### src/ccu_pkg.sv
// Constants, register map and carrier types of the clock calibration unit.
// Assumes an APB slave with 32-bit data and one aligned word per register.
// Contract
// RULE_01: Two timers: duration on the selected slow clock, calibration on the main clock.
// RULE_02: Duration timer is 16 bits wide, calibration timer 24 bits wide.
// RULE_03: Setting start loads duration from reload and clears calibration to zero.
// RULE_04: Duration timer reaching zero makes hardware clear the start bit.
// RULE_05: At the end the final calibration count is stored in the result register.
// RULE_06: Writing start zero during a measurement aborts it at once.
// RULE_07: Software zero coinciding with terminal count loses; measurement completes, done set.
// RULE_08: Writing start one while a measurement runs is ignored.
// RULE_09: While start is zero both timer clocks are gated off.
// RULE_10: Three clock domains; every crossing between them is synchronised. Code: reload_reg and select bit reach the slow domain unsynchronised.
// RULE_11: After reset start reads zero, calibration stopped.
// RULE_12: Control bits 7, 6, 5 and 3 are written zero; reads are undefined.
// RULE_13: Control register gives start, stop, interrupt enable and end flag.
// RULE_14: Done flag set by hardware only; written zero clears, one has no effect.
// RULE_15: Interrupt requested when done and enable are one; flag set regardless.
// RULE_16: Slow clock select zero picks sub oscillator, one picks RC oscillator.
// RULE_17: A reload value of zero makes the measurement last 65536 slow periods.
// RULE_18: The start request passes a synchroniser into the slow domain first.

package ccu_pkg;

  // Bus and timer widths.
  localparam int CCU_ADDR_W = 8;
  localparam int CCU_DATA_W = 32;
  localparam int CCU_DUR_W = 16;
  localparam int CCU_CAL_W = 24;

  // Register byte offsets.
  localparam logic [CCU_ADDR_W-1:0] CCU_OFF_CTRL = 8'h00;
  localparam logic [CCU_ADDR_W-1:0] CCU_OFF_RELOAD = 8'h04;
  localparam logic [CCU_ADDR_W-1:0] CCU_OFF_COUNT = 8'h08;
  localparam logic [CCU_ADDR_W-1:0] CCU_OFF_STATUS = 8'h0C;
  localparam logic [CCU_ADDR_W-1:0] CCU_OFF_CLEAR = 8'h10;
  localparam logic [CCU_ADDR_W-1:0] CCU_OFF_ENABLE = 8'h14;

  // Field positions in the control register.
  localparam int CCU_BIT_START = 4;
  localparam int CCU_BIT_SEL = 2;
  localparam int CCU_BIT_DONE = 1;
  localparam int CCU_BIT_IEN = 0;

  // Field position of the done event in status, clear and enable registers.
  localparam int CCU_BIT_EVT_DONE = 0;

  // Reset values.
  localparam logic [CCU_DUR_W-1:0] CCU_RELOAD_RST = 16'h8000;
  localparam logic [CCU_CAL_W-1:0] CCU_COUNT_RST = 24'h000000;
  localparam logic [CCU_DATA_W-1:0] CCU_RDATA_RST = 32'h00000000;

  // Live control fields, kept together.
  typedef struct packed {
    logic start;
    logic slow_sel;
    logic done;
    logic irq_en;
  } ccu_ctrl_t;

  localparam ccu_ctrl_t CCU_CTRL_RST = '{start: 1'b0, slow_sel: 1'b0, done: 1'b0, irq_en: 1'b0};

  // One APB request as seen by the decoder.
  typedef struct packed {
    logic [CCU_ADDR_W-1:0] addr;
    logic write;
    logic [CCU_DATA_W-1:0] wdata;
  } ccu_apb_req_t;

  // Address compare used by the read mux, the write strobes and the error answer.
  function automatic logic ccu_hit(input logic [CCU_ADDR_W-1:0] addr,
                                   input logic [CCU_ADDR_W-1:0] off);
    ccu_hit = (addr == off);
  endfunction : ccu_hit

endpackage : ccu_pkg

### src/ccu_sync.sv
// Two-stage synchroniser with a domain tick enable and a synchronous clear.
// Assumes the tick marks one edge of the receiving domain's clock.
`timescale 1ns/1ps

module ccu_sync #(
  parameter int W = 1
) (
  // Clock and reset.
  input wire logic clk,
  input wire logic rst_n,
  // Domain tick and clear.
  input wire logic en,
  input wire logic clr,
  // Data.
  input wire logic [W-1:0] d,
  output logic [W-1:0] q
);

  logic [W-1:0] meta_reg;

  // The first stage feeds only the second stage, never any other logic.
  always_ff @(posedge clk or negedge rst_n) begin
    if (!rst_n) begin
      meta_reg <= '0;
      q <= '0;
    end else if (clr) begin
      meta_reg <= '0;
      q <= '0;
    end else if (en) begin
      meta_reg <= d;
      q <= meta_reg;
    end
  end

endmodule : ccu_sync

### src/ccu_top.sv
// Clock calibration unit: APB register file, duration and calibration timers.
// Assumes oscillator inputs are synchronous levels sampled by pclk; each
// oscillator domain is modelled by its rising-edge tick, the peripheral domain by pclk.
`timescale 1ns/1ps

module ccu_top
  import ccu_pkg::*;
#(
  parameter int DUR_W = CCU_DUR_W,
  parameter int CAL_W = CCU_CAL_W
) (
  // Clock and reset.
  input wire logic pclk,
  input wire logic presetn,
  // APB slave.
  input wire logic psel,
  input wire logic penable,
  input wire logic pwrite,
  input wire logic [CCU_ADDR_W-1:0] paddr,
  input wire logic [CCU_DATA_W-1:0] pwdata,
  output logic [CCU_DATA_W-1:0] prdata,
  output logic pready,
  output logic pslverr,
  // Oscillator clocks sampled as levels.
  input wire logic sub_osc_clock,
  input wire logic rc_osc_clock,
  input wire logic main_osc_clock,
  // Interrupt.
  output logic done_irq
);

  // Register state.
  ccu_ctrl_t ctrl_reg;
  logic [DUR_W-1:0] reload_reg;
  logic [CAL_W-1:0] count_reg;
  logic [CCU_DATA_W-1:0] rdata_reg;
  ccu_apb_req_t req;

  // Oscillator edge detection.
  logic sub_prev_reg;
  logic rc_prev_reg;
  logic main_prev_reg;
  logic slow_edge;
  logic main_edge;
  logic slow_tick;
  logic main_tick;

  // Slow domain.
  logic start_slow;
  logic run_slow_reg;
  logic slow_fin_reg;
  logic slow_go;
  logic slow_end;
  logic [DUR_W-1:0] dur_reg;
  logic [DUR_W-1:0] dur_next;

  // Main domain.
  logic run_main;
  logic run_main_prev_reg;
  logic main_start;
  logic main_stop;
  logic [CAL_W-1:0] cal_reg;
  logic [CAL_W-1:0] held_reg;
  logic done_tgl_reg;

  // Peripheral domain return path.
  logic done_tgl_s;
  logic done_tgl_prev_reg;
  logic done_edge;
  logic done_evt;

  // Bus strobes.
  logic wr_en;
  logic wr_ctrl;
  logic wr_reload;
  logic wr_clear;
  logic wr_enable;
  logic mapped;

  // Collect the request fields.
  assign req = '{addr: paddr, write: pwrite, wdata: pwdata};

  // Writes take effect in the access phase; every register answers with no wait.
  assign wr_en = psel && penable && req.write;
  assign wr_ctrl = wr_en && ccu_hit(req.addr, CCU_OFF_CTRL);
  assign wr_reload = wr_en && ccu_hit(req.addr, CCU_OFF_RELOAD);
  assign wr_clear = wr_en && ccu_hit(req.addr, CCU_OFF_CLEAR);
  assign wr_enable = wr_en && ccu_hit(req.addr, CCU_OFF_ENABLE);

  // Any offset outside the six registers gives an error answer.
  assign mapped = ccu_hit(req.addr, CCU_OFF_CTRL) || ccu_hit(req.addr, CCU_OFF_RELOAD) ||
                  ccu_hit(req.addr, CCU_OFF_COUNT) || ccu_hit(req.addr, CCU_OFF_STATUS) ||
                  ccu_hit(req.addr, CCU_OFF_CLEAR) || ccu_hit(req.addr, CCU_OFF_ENABLE);
  assign pready = 1'b1;
  assign pslverr = psel && penable && !mapped;

  // Oscillator level history, used to find rising edges.
  always_ff @(posedge pclk or negedge presetn) begin
    if (!presetn) begin
      sub_prev_reg <= 1'b0;
      rc_prev_reg <= 1'b0;
      main_prev_reg <= 1'b0;
    end else begin
      sub_prev_reg <= sub_osc_clock;
      rc_prev_reg <= rc_osc_clock;
      main_prev_reg <= main_osc_clock;
    end
  end

  // The select bit picks the slow source for the duration timer.
  assign slow_edge = ctrl_reg.slow_sel ? (rc_osc_clock && !rc_prev_reg) // RULE_16
                                       : (sub_osc_clock && !sub_prev_reg);
  assign main_edge = main_osc_clock && !main_prev_reg;

  // Both timer clocks stop while start is low, which also saves their power.
  assign slow_tick = slow_edge && ctrl_reg.start; // RULE_09
  assign main_tick = main_edge && ctrl_reg.start; // RULE_09

  // Start request crosses into the slow domain before the duration timer moves.
  ccu_sync #(.W(1)) u_start_sync (
    .clk(pclk),
    .rst_n(presetn),
    .en(slow_tick),
    .clr(!ctrl_reg.start),
    .d(ctrl_reg.start),
    .q(start_slow)
  ); // RULE_18 RULE_10

  // A finished flag stops a second run while start is still waiting to be cleared.
  assign slow_go = slow_tick && start_slow && !run_slow_reg && !slow_fin_reg; // RULE_03
  assign dur_next = dur_reg - DUR_W'(1);
  assign slow_end = slow_tick && run_slow_reg && (dur_next == '0); // RULE_04

  // Duration run state; an abort clears it through the low start bit.
  always_ff @(posedge pclk or negedge presetn) begin
    if (!presetn) begin
      run_slow_reg <= 1'b0;
      slow_fin_reg <= 1'b0;
    end else if (!ctrl_reg.start) begin
      run_slow_reg <= 1'b0; // RULE_06
      slow_fin_reg <= 1'b0;
    end else if (slow_go) begin
      run_slow_reg <= 1'b1;
    end else if (slow_end) begin
      run_slow_reg <= 1'b0;
      slow_fin_reg <= 1'b1;
    end
  end

  // Down counter; a zero reload wraps first, so it lasts a full 65536 ticks.
  always_ff @(posedge pclk or negedge presetn) begin
    if (!presetn) begin
      dur_reg <= '0;
    end else if (slow_go) begin
      dur_reg <= reload_reg; // RULE_03
    end else if (slow_tick && run_slow_reg) begin
      dur_reg <= dur_next; // RULE_01 RULE_02 RULE_17
    end
  end

  // Run level crosses into the main domain.
  ccu_sync #(.W(1)) u_run_sync (
    .clk(pclk),
    .rst_n(presetn),
    .en(main_tick),
    .clr(!ctrl_reg.start),
    .d(run_slow_reg),
    .q(run_main)
  ); // RULE_10

  // Edges of the run level, seen on main ticks only.
  always_ff @(posedge pclk or negedge presetn) begin
    if (!presetn) begin
      run_main_prev_reg <= 1'b0;
    end else if (!ctrl_reg.start) begin
      run_main_prev_reg <= 1'b0;
    end else if (main_tick) begin
      run_main_prev_reg <= run_main;
    end
  end

  assign main_start = main_tick && run_main && !run_main_prev_reg;
  assign main_stop = main_tick && !run_main && run_main_prev_reg;

  // Up counter on the main clock; it restarts from zero at each measurement.
  always_ff @(posedge pclk or negedge presetn) begin
    if (!presetn) begin
      cal_reg <= '0;
    end else if (main_start) begin
      cal_reg <= '0; // RULE_03
    end else if (main_tick && run_main) begin
      cal_reg <= cal_reg + CAL_W'(1); // RULE_01 RULE_02
    end
  end

  // The final count is held in the main domain and announced by a toggle, so the
  // peripheral side copies a word that no longer moves.
  always_ff @(posedge pclk or negedge presetn) begin
    if (!presetn) begin
      held_reg <= CCU_COUNT_RST;
      done_tgl_reg <= 1'b0;
    end else if (main_stop) begin
      held_reg <= cal_reg; // RULE_05
      done_tgl_reg <= !done_tgl_reg;
    end
  end

  // Completion toggle crosses back into the peripheral domain.
  ccu_sync #(.W(1)) u_done_sync (
    .clk(pclk),
    .rst_n(presetn),
    .en(1'b1),
    .clr(1'b0),
    .d(done_tgl_reg),
    .q(done_tgl_s)
  ); // RULE_10

  always_ff @(posedge pclk or negedge presetn) begin
    if (!presetn) begin
      done_tgl_prev_reg <= 1'b0;
    end else begin
      done_tgl_prev_reg <= done_tgl_s;
    end
  end

  // A completion that lands after an abort is dropped, since start is already low.
  assign done_edge = done_tgl_s ^ done_tgl_prev_reg;
  assign done_evt = done_edge && ctrl_reg.start;

  // Start bit: hardware clear at completion beats any software write.
  always_ff @(posedge pclk or negedge presetn) begin
    if (!presetn) begin
      ctrl_reg.start <= CCU_CTRL_RST.start; // RULE_11
    end else if (done_evt) begin
      ctrl_reg.start <= 1'b0; // RULE_04 RULE_07
    end else if (wr_ctrl) begin
      ctrl_reg.start <= req.wdata[CCU_BIT_START]; // RULE_06 RULE_08 RULE_13
    end
  end

  // Slow clock select is plain storage.
  always_ff @(posedge pclk or negedge presetn) begin
    if (!presetn) begin
      ctrl_reg.slow_sel <= CCU_CTRL_RST.slow_sel;
    end else if (wr_ctrl) begin
      ctrl_reg.slow_sel <= req.wdata[CCU_BIT_SEL]; // RULE_16
    end
  end

  // Done flag: set wins over either clear path; writing one never sets it.
  always_ff @(posedge pclk or negedge presetn) begin
    if (!presetn) begin
      ctrl_reg.done <= CCU_CTRL_RST.done;
    end else if (done_evt) begin
      ctrl_reg.done <= 1'b1; // RULE_07 RULE_14 RULE_15
    end else if (wr_ctrl && !req.wdata[CCU_BIT_DONE]) begin
      ctrl_reg.done <= 1'b0; // RULE_14
    end else if (wr_clear && req.wdata[CCU_BIT_EVT_DONE]) begin
      ctrl_reg.done <= 1'b0;
    end
  end

  // Interrupt enable, reachable from control and from the enable register.
  always_ff @(posedge pclk or negedge presetn) begin
    if (!presetn) begin
      ctrl_reg.irq_en <= CCU_CTRL_RST.irq_en;
    end else if (wr_ctrl) begin
      ctrl_reg.irq_en <= req.wdata[CCU_BIT_IEN]; // RULE_13
    end else if (wr_enable) begin
      ctrl_reg.irq_en <= req.wdata[CCU_BIT_EVT_DONE];
    end
  end

  // Duration reload value; software should change it only while stopped.
  always_ff @(posedge pclk or negedge presetn) begin
    if (!presetn) begin
      reload_reg <= CCU_RELOAD_RST;
    end else if (wr_reload) begin
      reload_reg <= req.wdata[DUR_W-1:0];
    end
  end

  // Result register takes the held count at the moment of completion.
  always_ff @(posedge pclk or negedge presetn) begin
    if (!presetn) begin
      count_reg <= CCU_COUNT_RST;
    end else if (done_evt) begin
      count_reg <= held_reg; // RULE_05
    end
  end

  // Level interrupt while the flag and its enable are both set.
  assign done_irq = ctrl_reg.done && ctrl_reg.irq_en; // RULE_15

  // Read data is latched in the setup phase so it stands from a flip-flop in the
  // access phase; unused and reserved control bits read as zero.
  always_ff @(posedge pclk or negedge presetn) begin
    if (!presetn) begin
      rdata_reg <= CCU_RDATA_RST;
    end else if (psel && !penable && !req.write) begin
      rdata_reg <= CCU_RDATA_RST;
      if (ccu_hit(req.addr, CCU_OFF_CTRL)) begin
        rdata_reg[CCU_BIT_START] <= ctrl_reg.start; // RULE_12 RULE_13
        rdata_reg[CCU_BIT_SEL] <= ctrl_reg.slow_sel;
        rdata_reg[CCU_BIT_DONE] <= ctrl_reg.done;
        rdata_reg[CCU_BIT_IEN] <= ctrl_reg.irq_en;
      end else if (ccu_hit(req.addr, CCU_OFF_RELOAD)) begin
        rdata_reg[DUR_W-1:0] <= reload_reg;
      end else if (ccu_hit(req.addr, CCU_OFF_COUNT)) begin
        rdata_reg[CAL_W-1:0] <= count_reg;
      end else if (ccu_hit(req.addr, CCU_OFF_STATUS)) begin
        rdata_reg[CCU_BIT_EVT_DONE] <= ctrl_reg.done;
      end else if (ccu_hit(req.addr, CCU_OFF_ENABLE)) begin
        rdata_reg[CCU_BIT_EVT_DONE] <= ctrl_reg.irq_en;
      end
    end
  end

  assign prdata = rdata_reg;

endmodule : ccu_top

### config.mk
export PLATFORM = sky130hd
export DESIGN_NAME = ccu_top
export DESIGN_NICKNAME = d
export VERILOG_FILES = /design/src/ccu_pkg.sv /design/src/ccu_sync.sv /design/src/ccu_top.sv
export SDC_FILE = /design/constraint.sdc
export NUM_CORES = 1
export LEC_CHECK = 0
export ABC_AREA = 0
export ABC_CLOCK_PERIOD_IN_PS = 2700
export CAP_MARGIN = 20
export CORE_AREA = 2 2 117 119
export CTS_BUF_LIST = sky130_fd_sc_hd__clkbuf_4 sky130_fd_sc_hd__clkbuf_8 sky130_fd_sc_hd__clkbuf_16
export DETAILED_ROUTE_END_ITERATION = 7
export DIE_AREA = 0 0 119 121
export DONT_BUFFER_PORTS = 1
export MAX_ROUTING_LAYER = met4
export PLACE_DENSITY = 0.64
export SLEW_MARGIN = 10
export SYNTH_ARGS = -nofsm -noshare
export SYNTH_HDL_FRONTEND = slang
export SYNTH_SLANG_ARGS = --single-unit
### constraint.sdc
create_clock -name pclk -period 2.7 [get_ports pclk]
set_input_delay 0.27 -clock pclk [delete_from_list [all_inputs] [get_ports pclk]]
set_output_delay 0.27 -clock pclk [all_outputs]
set_load 0.05 [all_outputs]
Word level (Yosys, flattened, before mapping)
Cells that the tools add are included.
- register bits: 146
- output and inout port bits: 35
- logic and storage cells: 127
- input bits: 48
- equality and inequality tests: 10
- reduce and logical (&&, ||, !) cells: 52
- bitwise gates (word level): 1
- add/subtract/negate cells: 2
- muxes and demuxes: 38
- operator list (operator ; number):
    16-bit 2-to-1 mux ; 3
    24-bit 2-to-1 mux ; 2
    1-bit 2-to-1 mux ; 29
    1-bit logical AND ; 27
    24-bit by 1-bit adder with 24-bit output (second input constant) ; 1
    23-bit 2-to-1 mux ; 1
    19-bit 2-to-1 mux ; 1
    8-bit by 4-bit equality test with 1-bit output (second input constant) ; 2
    8-bit by 5-bit equality test with 1-bit output (second input constant) ; 2
    16-bit logical NOT ; 1
    16-bit by 1-bit subtractor with 16-bit output (second input constant) ; 1
    1-bit logical NOT ; 12
    8-bit by 3-bit equality test with 1-bit output (second input constant) ; 1
    8-bit logical NOT ; 1
    8-bit 2-to-1 mux ; 1
    2-bit nonzero test ; 4
    2-bit by 1-bit != test with 1-bit output (second input constant) ; 3
    1-bit logical OR ; 5
    3-bit 2-to-1 mux ; 1
    3-bit by 1-bit != test with 1-bit output (second input constant) ; 1
    3-bit nonzero test ; 1
    2-bit != test (second input constant) ; 1
    2-bit AND reduction ; 1
    1-bit bitwise XOR ; 1

Longest topological paths before layout
- depth after elaboration: 9
- gate-level depth with buffers: 8
- gate-level depth less buffers: 7

Cells and area by module
A second synthesis with hierarchy kept.
- cell total of the unflattened synthesis: 609
- area total of the unflattened synthesis: 6732.7 µm²
- by module, submodules not included (module ; instances ; cells an instance ; sequential area each (µm²) ; area an instance (µm²)):
    ccu_top ; 1 ; 591 ; 3504.6 ; 6500.0
    ccu_sync ; 3 ; 6 ; 50.0 ; 77.6

Least setup slack after synthesis
OpenSTA, ideal clock, no wires.
- path type: register -> register
- from: reg dur_reg[0]
- to: reg run_slow_reg
- required time: 2.571 ns
- buffers on the path: 1
- stages on the path, launching flop included: 9
- library setup time: 0.129 ns
- clock period less this slack: 2.183 ns
- data arrival time: 2.053 ns
- setup slack: 0.517 ns
- cells stage by stage: dfrtp_1 inv_1 ha_1 clkbuf_2 or3b_2 o32ai_1 a32oi_2 nor4_2 a21oi_1
- cells in the longest elaborated chain, start to end: 4
- RTL lines (item ; line ; source):
    start, declared ; ccu_top.sv:54 ; logic [DUR_W-1:0] dur_reg;
    start signal, assigned ; ccu_top.sv:155 ; dur_reg <= reload_reg;
    start signal, assigned ; ccu_top.sv:157 ; dur_reg <= dur_next;
    16-bit by 1-bit subtractor with 16-bit output ; ccu_top.sv:131 ; assign dur_next = dur_reg - DUR_W'(1);
    16-bit logical NOT ; ccu_top.sv:132 ; assign slow_end = slow_tick && run_slow_reg && (dur_next == '0);
    1-bit logical AND ; ccu_top.sv:132 ;
    3-bit by 1-bit != test with 1-bit output (no source line) ; -- ;
    end signal, assigned ; ccu_top.sv:137 ; run_slow_reg <= 1'b0;
    end signal, assigned ; ccu_top.sv:140 ; run_slow_reg <= 1'b0;
    end signal, assigned ; ccu_top.sv:143 ; run_slow_reg <= 1'b1;
    end, declared ; ccu_top.sv:50 ; logic run_slow_reg;
No other way between the ends.
A chain may end at the register's enable or synchronous reset.

Worst setup path after layout
Ends and elaborated chain as after synthesis.

==> key figures <==
Final layout
  • Nets@finish: 640
  • Fillers: 1088
  • Register Area: 0.00365 sq mm
  • Util after Layout: 0.583
  • Multi-input logic area: approximately 0.0028 sq mm
  • N_diodes: 0
  • Final Non-Filler Cells: a little under 800
  • Area Overhead vs Synth: 14.2%
  • Share of cells above drive strength 1: 0.206
  • Most frequent cells in the layout: 145 x dfrtp_1, 56 x mux2_2, 49 x nand2_1
  • Most common library cell in the layout ignoring fill and taps: dfrtp_1

Power
  • PD cells: a little over 600 mW/mm^2
  • Max VDD drop: between 0.3 and 0.4 mV
  • Static leakage: approximately 3.7 nW
  • Total power draw: between 4 and 5 mW

Synthesis
  • Synth warnings: 0
  • Main synth FF type: dfrtp_1
  • EDFF count, synth: 0
  • Syn Inst Count: 569
  • Flops & latches, synth: between 100 and 150
  • Share of async-settable or async-resettable flops after synthesis: 1.00
  • Seq/Total Area, Yosys: 0.547
  • Synth cell types: 69
  • Synth Cell Area: 0.00669 sq mm
  • Avg Cell Area, Syn: roughly 12 sq um

Global route
  • Vias in the first global route: 4421
  • Grt ovf: 0
  • Maximum number of pins on one net before global-route repair: 147
  • First-pass GRT wire length: 23600 um
  • GRT Overall Usage: 0.218
  • Initial antenna violation count: 0

Timing
  • Setup slack after layout: a little under 300 ps
  • Tightest Pin Transition: between 1000 and 1500 ps
  • Setup violations, final: 0
  • Setup TNS: 0 ps
  • Final hold vios: 146
  • Clock skew: slightly below 8 ps
  • Fin crit share: 0.893
  • Fmax: around 0.41 GHz
  • Tmin final: approximately 2400 ps
  • Unrepaired setup endpoints after global routing: no
  • Final max-slew violation count: 0
  • Hold slack: -462 ps
  • Rel. slew slack: 0.303

Place
  • Detailed Place HPWL: approximately 9400 um
  • Placed insts: about 730
  • DP Worst Slack: approximately 310 ps
  • PortBufs: 0
  • Final Wtd Congestion: approximately 0.86

CTS
  • Worst-path clk slew: 60 ps
  • Post_cts resized: 0
  • H-Tree Depth: 4
  • Clock net sink count: around 150
  • Clk buf depth: 2
  • Root Driver: clkbuf_16
  • Cts hold-fix bufs: 20
  • Setup bufs post-CTS: 0
  • CTS Buf Count: 17
  • Clock latency on the worst-skew pair: around 420 ps
  • CTS tree: yes

Drt
  • Drt drc: 0
  • Vias per std cell: 5.76
  • Via count: 4484
  • Antenna Nets Post-Route: 0
  • Drt pass-1 iters: 4
  • Overall routed net length: about 14000 um
  • DR WL/cell: ~18 um
  • Drt first-iter violations: 307

Floorplanning
  • FP Rows: between 40 and 50
  • Placeable Area: 0.0131 sq mm
  • Die area: around 0.014 sq mm
  • DIE WIDTH: roughly 120 um
  • Die Y: approximately 120 um
  • IO Pins: 83
  • Starting density of the core: 0.511

Worst setup path
  • CP max stage delay: about 470 ps
  • WP buf/inv: 2
  • Slowest-stage cell, CP: or3b_2
  • Worst EP required: between 2000 and 3000 ps
  • CP endpoint kind: flop
  • CP arrival: approximately 2700 ps
  • Critical path cell sequence: inv_1 -> ha_1 -> buf_4 -> or3b_2 -> o32ai_1 -> a32oi_2 -> nor4_2 -> a21oi_1
  • Critical Path Source Type: flop
  • Highest fanout seen on the critical path: 8
  • Crit path kind: flop to flop
  • Cell family with most CP delay: simple AND/OR/NAND/NOR gates

Outcome
  • Outcome: complete, but fails checks
  • Violated checks: hold timing

Flow run
  • Number of max-cap violations: 0

Min path
  • Worst hold path type: input port to asynchronous set/reset pin
==> layout make-up <==
cell class / instances / area share
flip-flops and latches: 146 / 0.479
well taps: 176 / 0.0288
inverters: 8 / 0.00393
multi-input cells: 382 / 0.367
clock inverters: 15 / 0.0239
clock buffers: 17 / 0.0557
repair buffers: 34 / 0.0416
==> power breakdown <==
part	leakage [nW]	internal (mW)	switching [mW]	total (mW)
Combinational	1.44	0.0355	0.0571	0.0925
Sequential	2.01	2.20	0.0169	2.21
Clock	0.286	1.46	0.956	2.42
Total	3.74	3.69	1.03	4.72
==> final timing paths <==
| kind | from | endpoint | slack, ps | cells past startpoint |
|---|---|---|---|---|
| worst max-delay path | dur_reg[0] | run_slow_reg | 290 | 8 |
| worst min-delay path | presetn | dur_reg[11] | -460 | 0 |
| worst max register to register | dur_reg[0] | run_slow_reg | 290 | 8 |
| worst min register to register | u_done_sync.meta_reg | u_done_sync.q | 350 | 0 |
| max in group asynchronous | presetn | dur_reg[6] | 2880 | 0 |
| min in group pclk | paddr[3] | prdata[0] | 50 | 2 |
==> synthesized netlist by cell type (4+ instances only) <==
cell type / number / area (sq um)
nor2_1: 38 / 143
a221o_1: 19 / 190
o21ai_0: 24 / 120
a21o_1: 4 / 30.0
xor2_1: 18 / 158
nor2b_1: 4 / 25.0
a21boi_0: 4 / 30.0
inv_1: 8 / 30.0
nand4_1: 8 / 50.1
a21oi_1: 10 / 50.1
a22o_1: 11 / 96.3
xnor2_1: 4 / 35.0
mux2_2: 56 / 631
nor3b_1: 5 / 37.5
buf_2: 5 / 25.0
nor3_1: 11 / 55.1
dfrtp_1: 145 / 3630
nand2_1: 49 / 184
nand3_1: 11 / 55.1
mux2i_1: 4 / 40.0
or3_1: 5 / 31.3
clkbuf_1: 19 / 71.3
nor4_1: 5 / 31.3
buf_4: 10 / 75.1
mux2_1: 10 / 113
and3_1: 18 / 113
==> cell families (layout without fill, tap and decap cells) <==
family / Yosys count / count (layout) / synth area share
other: 2 / 9 / 0.00112
and+or+nand+nor: 185 / 185 / 0.157
DFF: 146 / 146 / 0.547
buffers and inverters: 48 / 74 / 0.0387
muxes: 70 / 70 / 0.117
xor gates and xnor gates: 22 / 22 / 0.0288
AOI/OAI and AO/OA: 93 / 93 / 0.105
adders and majority gates: 3 / 3 / 0.00561
==> metal layers <==
metal / share of wire / global-route usage
met5: 0 / -
met3: 0.051 / 0.0587
met2: 0.46 / 0.331
met1: 0.47 / 0.289
met4: 0.011 / 0.0632
==> worst register-to-register path, stage by stage, from the launching register on <==
cell     delay (ps)
dfrtp_1         450
inv_1            90
ha_1            230
buf_4           170
or3b_2          480
o32ai_1         180
a32oi_2         160
nor4_2          420
a21oi_1         130
==> per-stage QoR <==
step | hold slack [ps] | cell area (sq um)
floorplan | -25.6 | 6710
global placement | -21.7 | 6830
detailed placement | -21.1 | 6830
CTS | -484 | 7630
global route | -488 | 7630
finish | -462 | 7630
(Power assumes the default switching activity.)
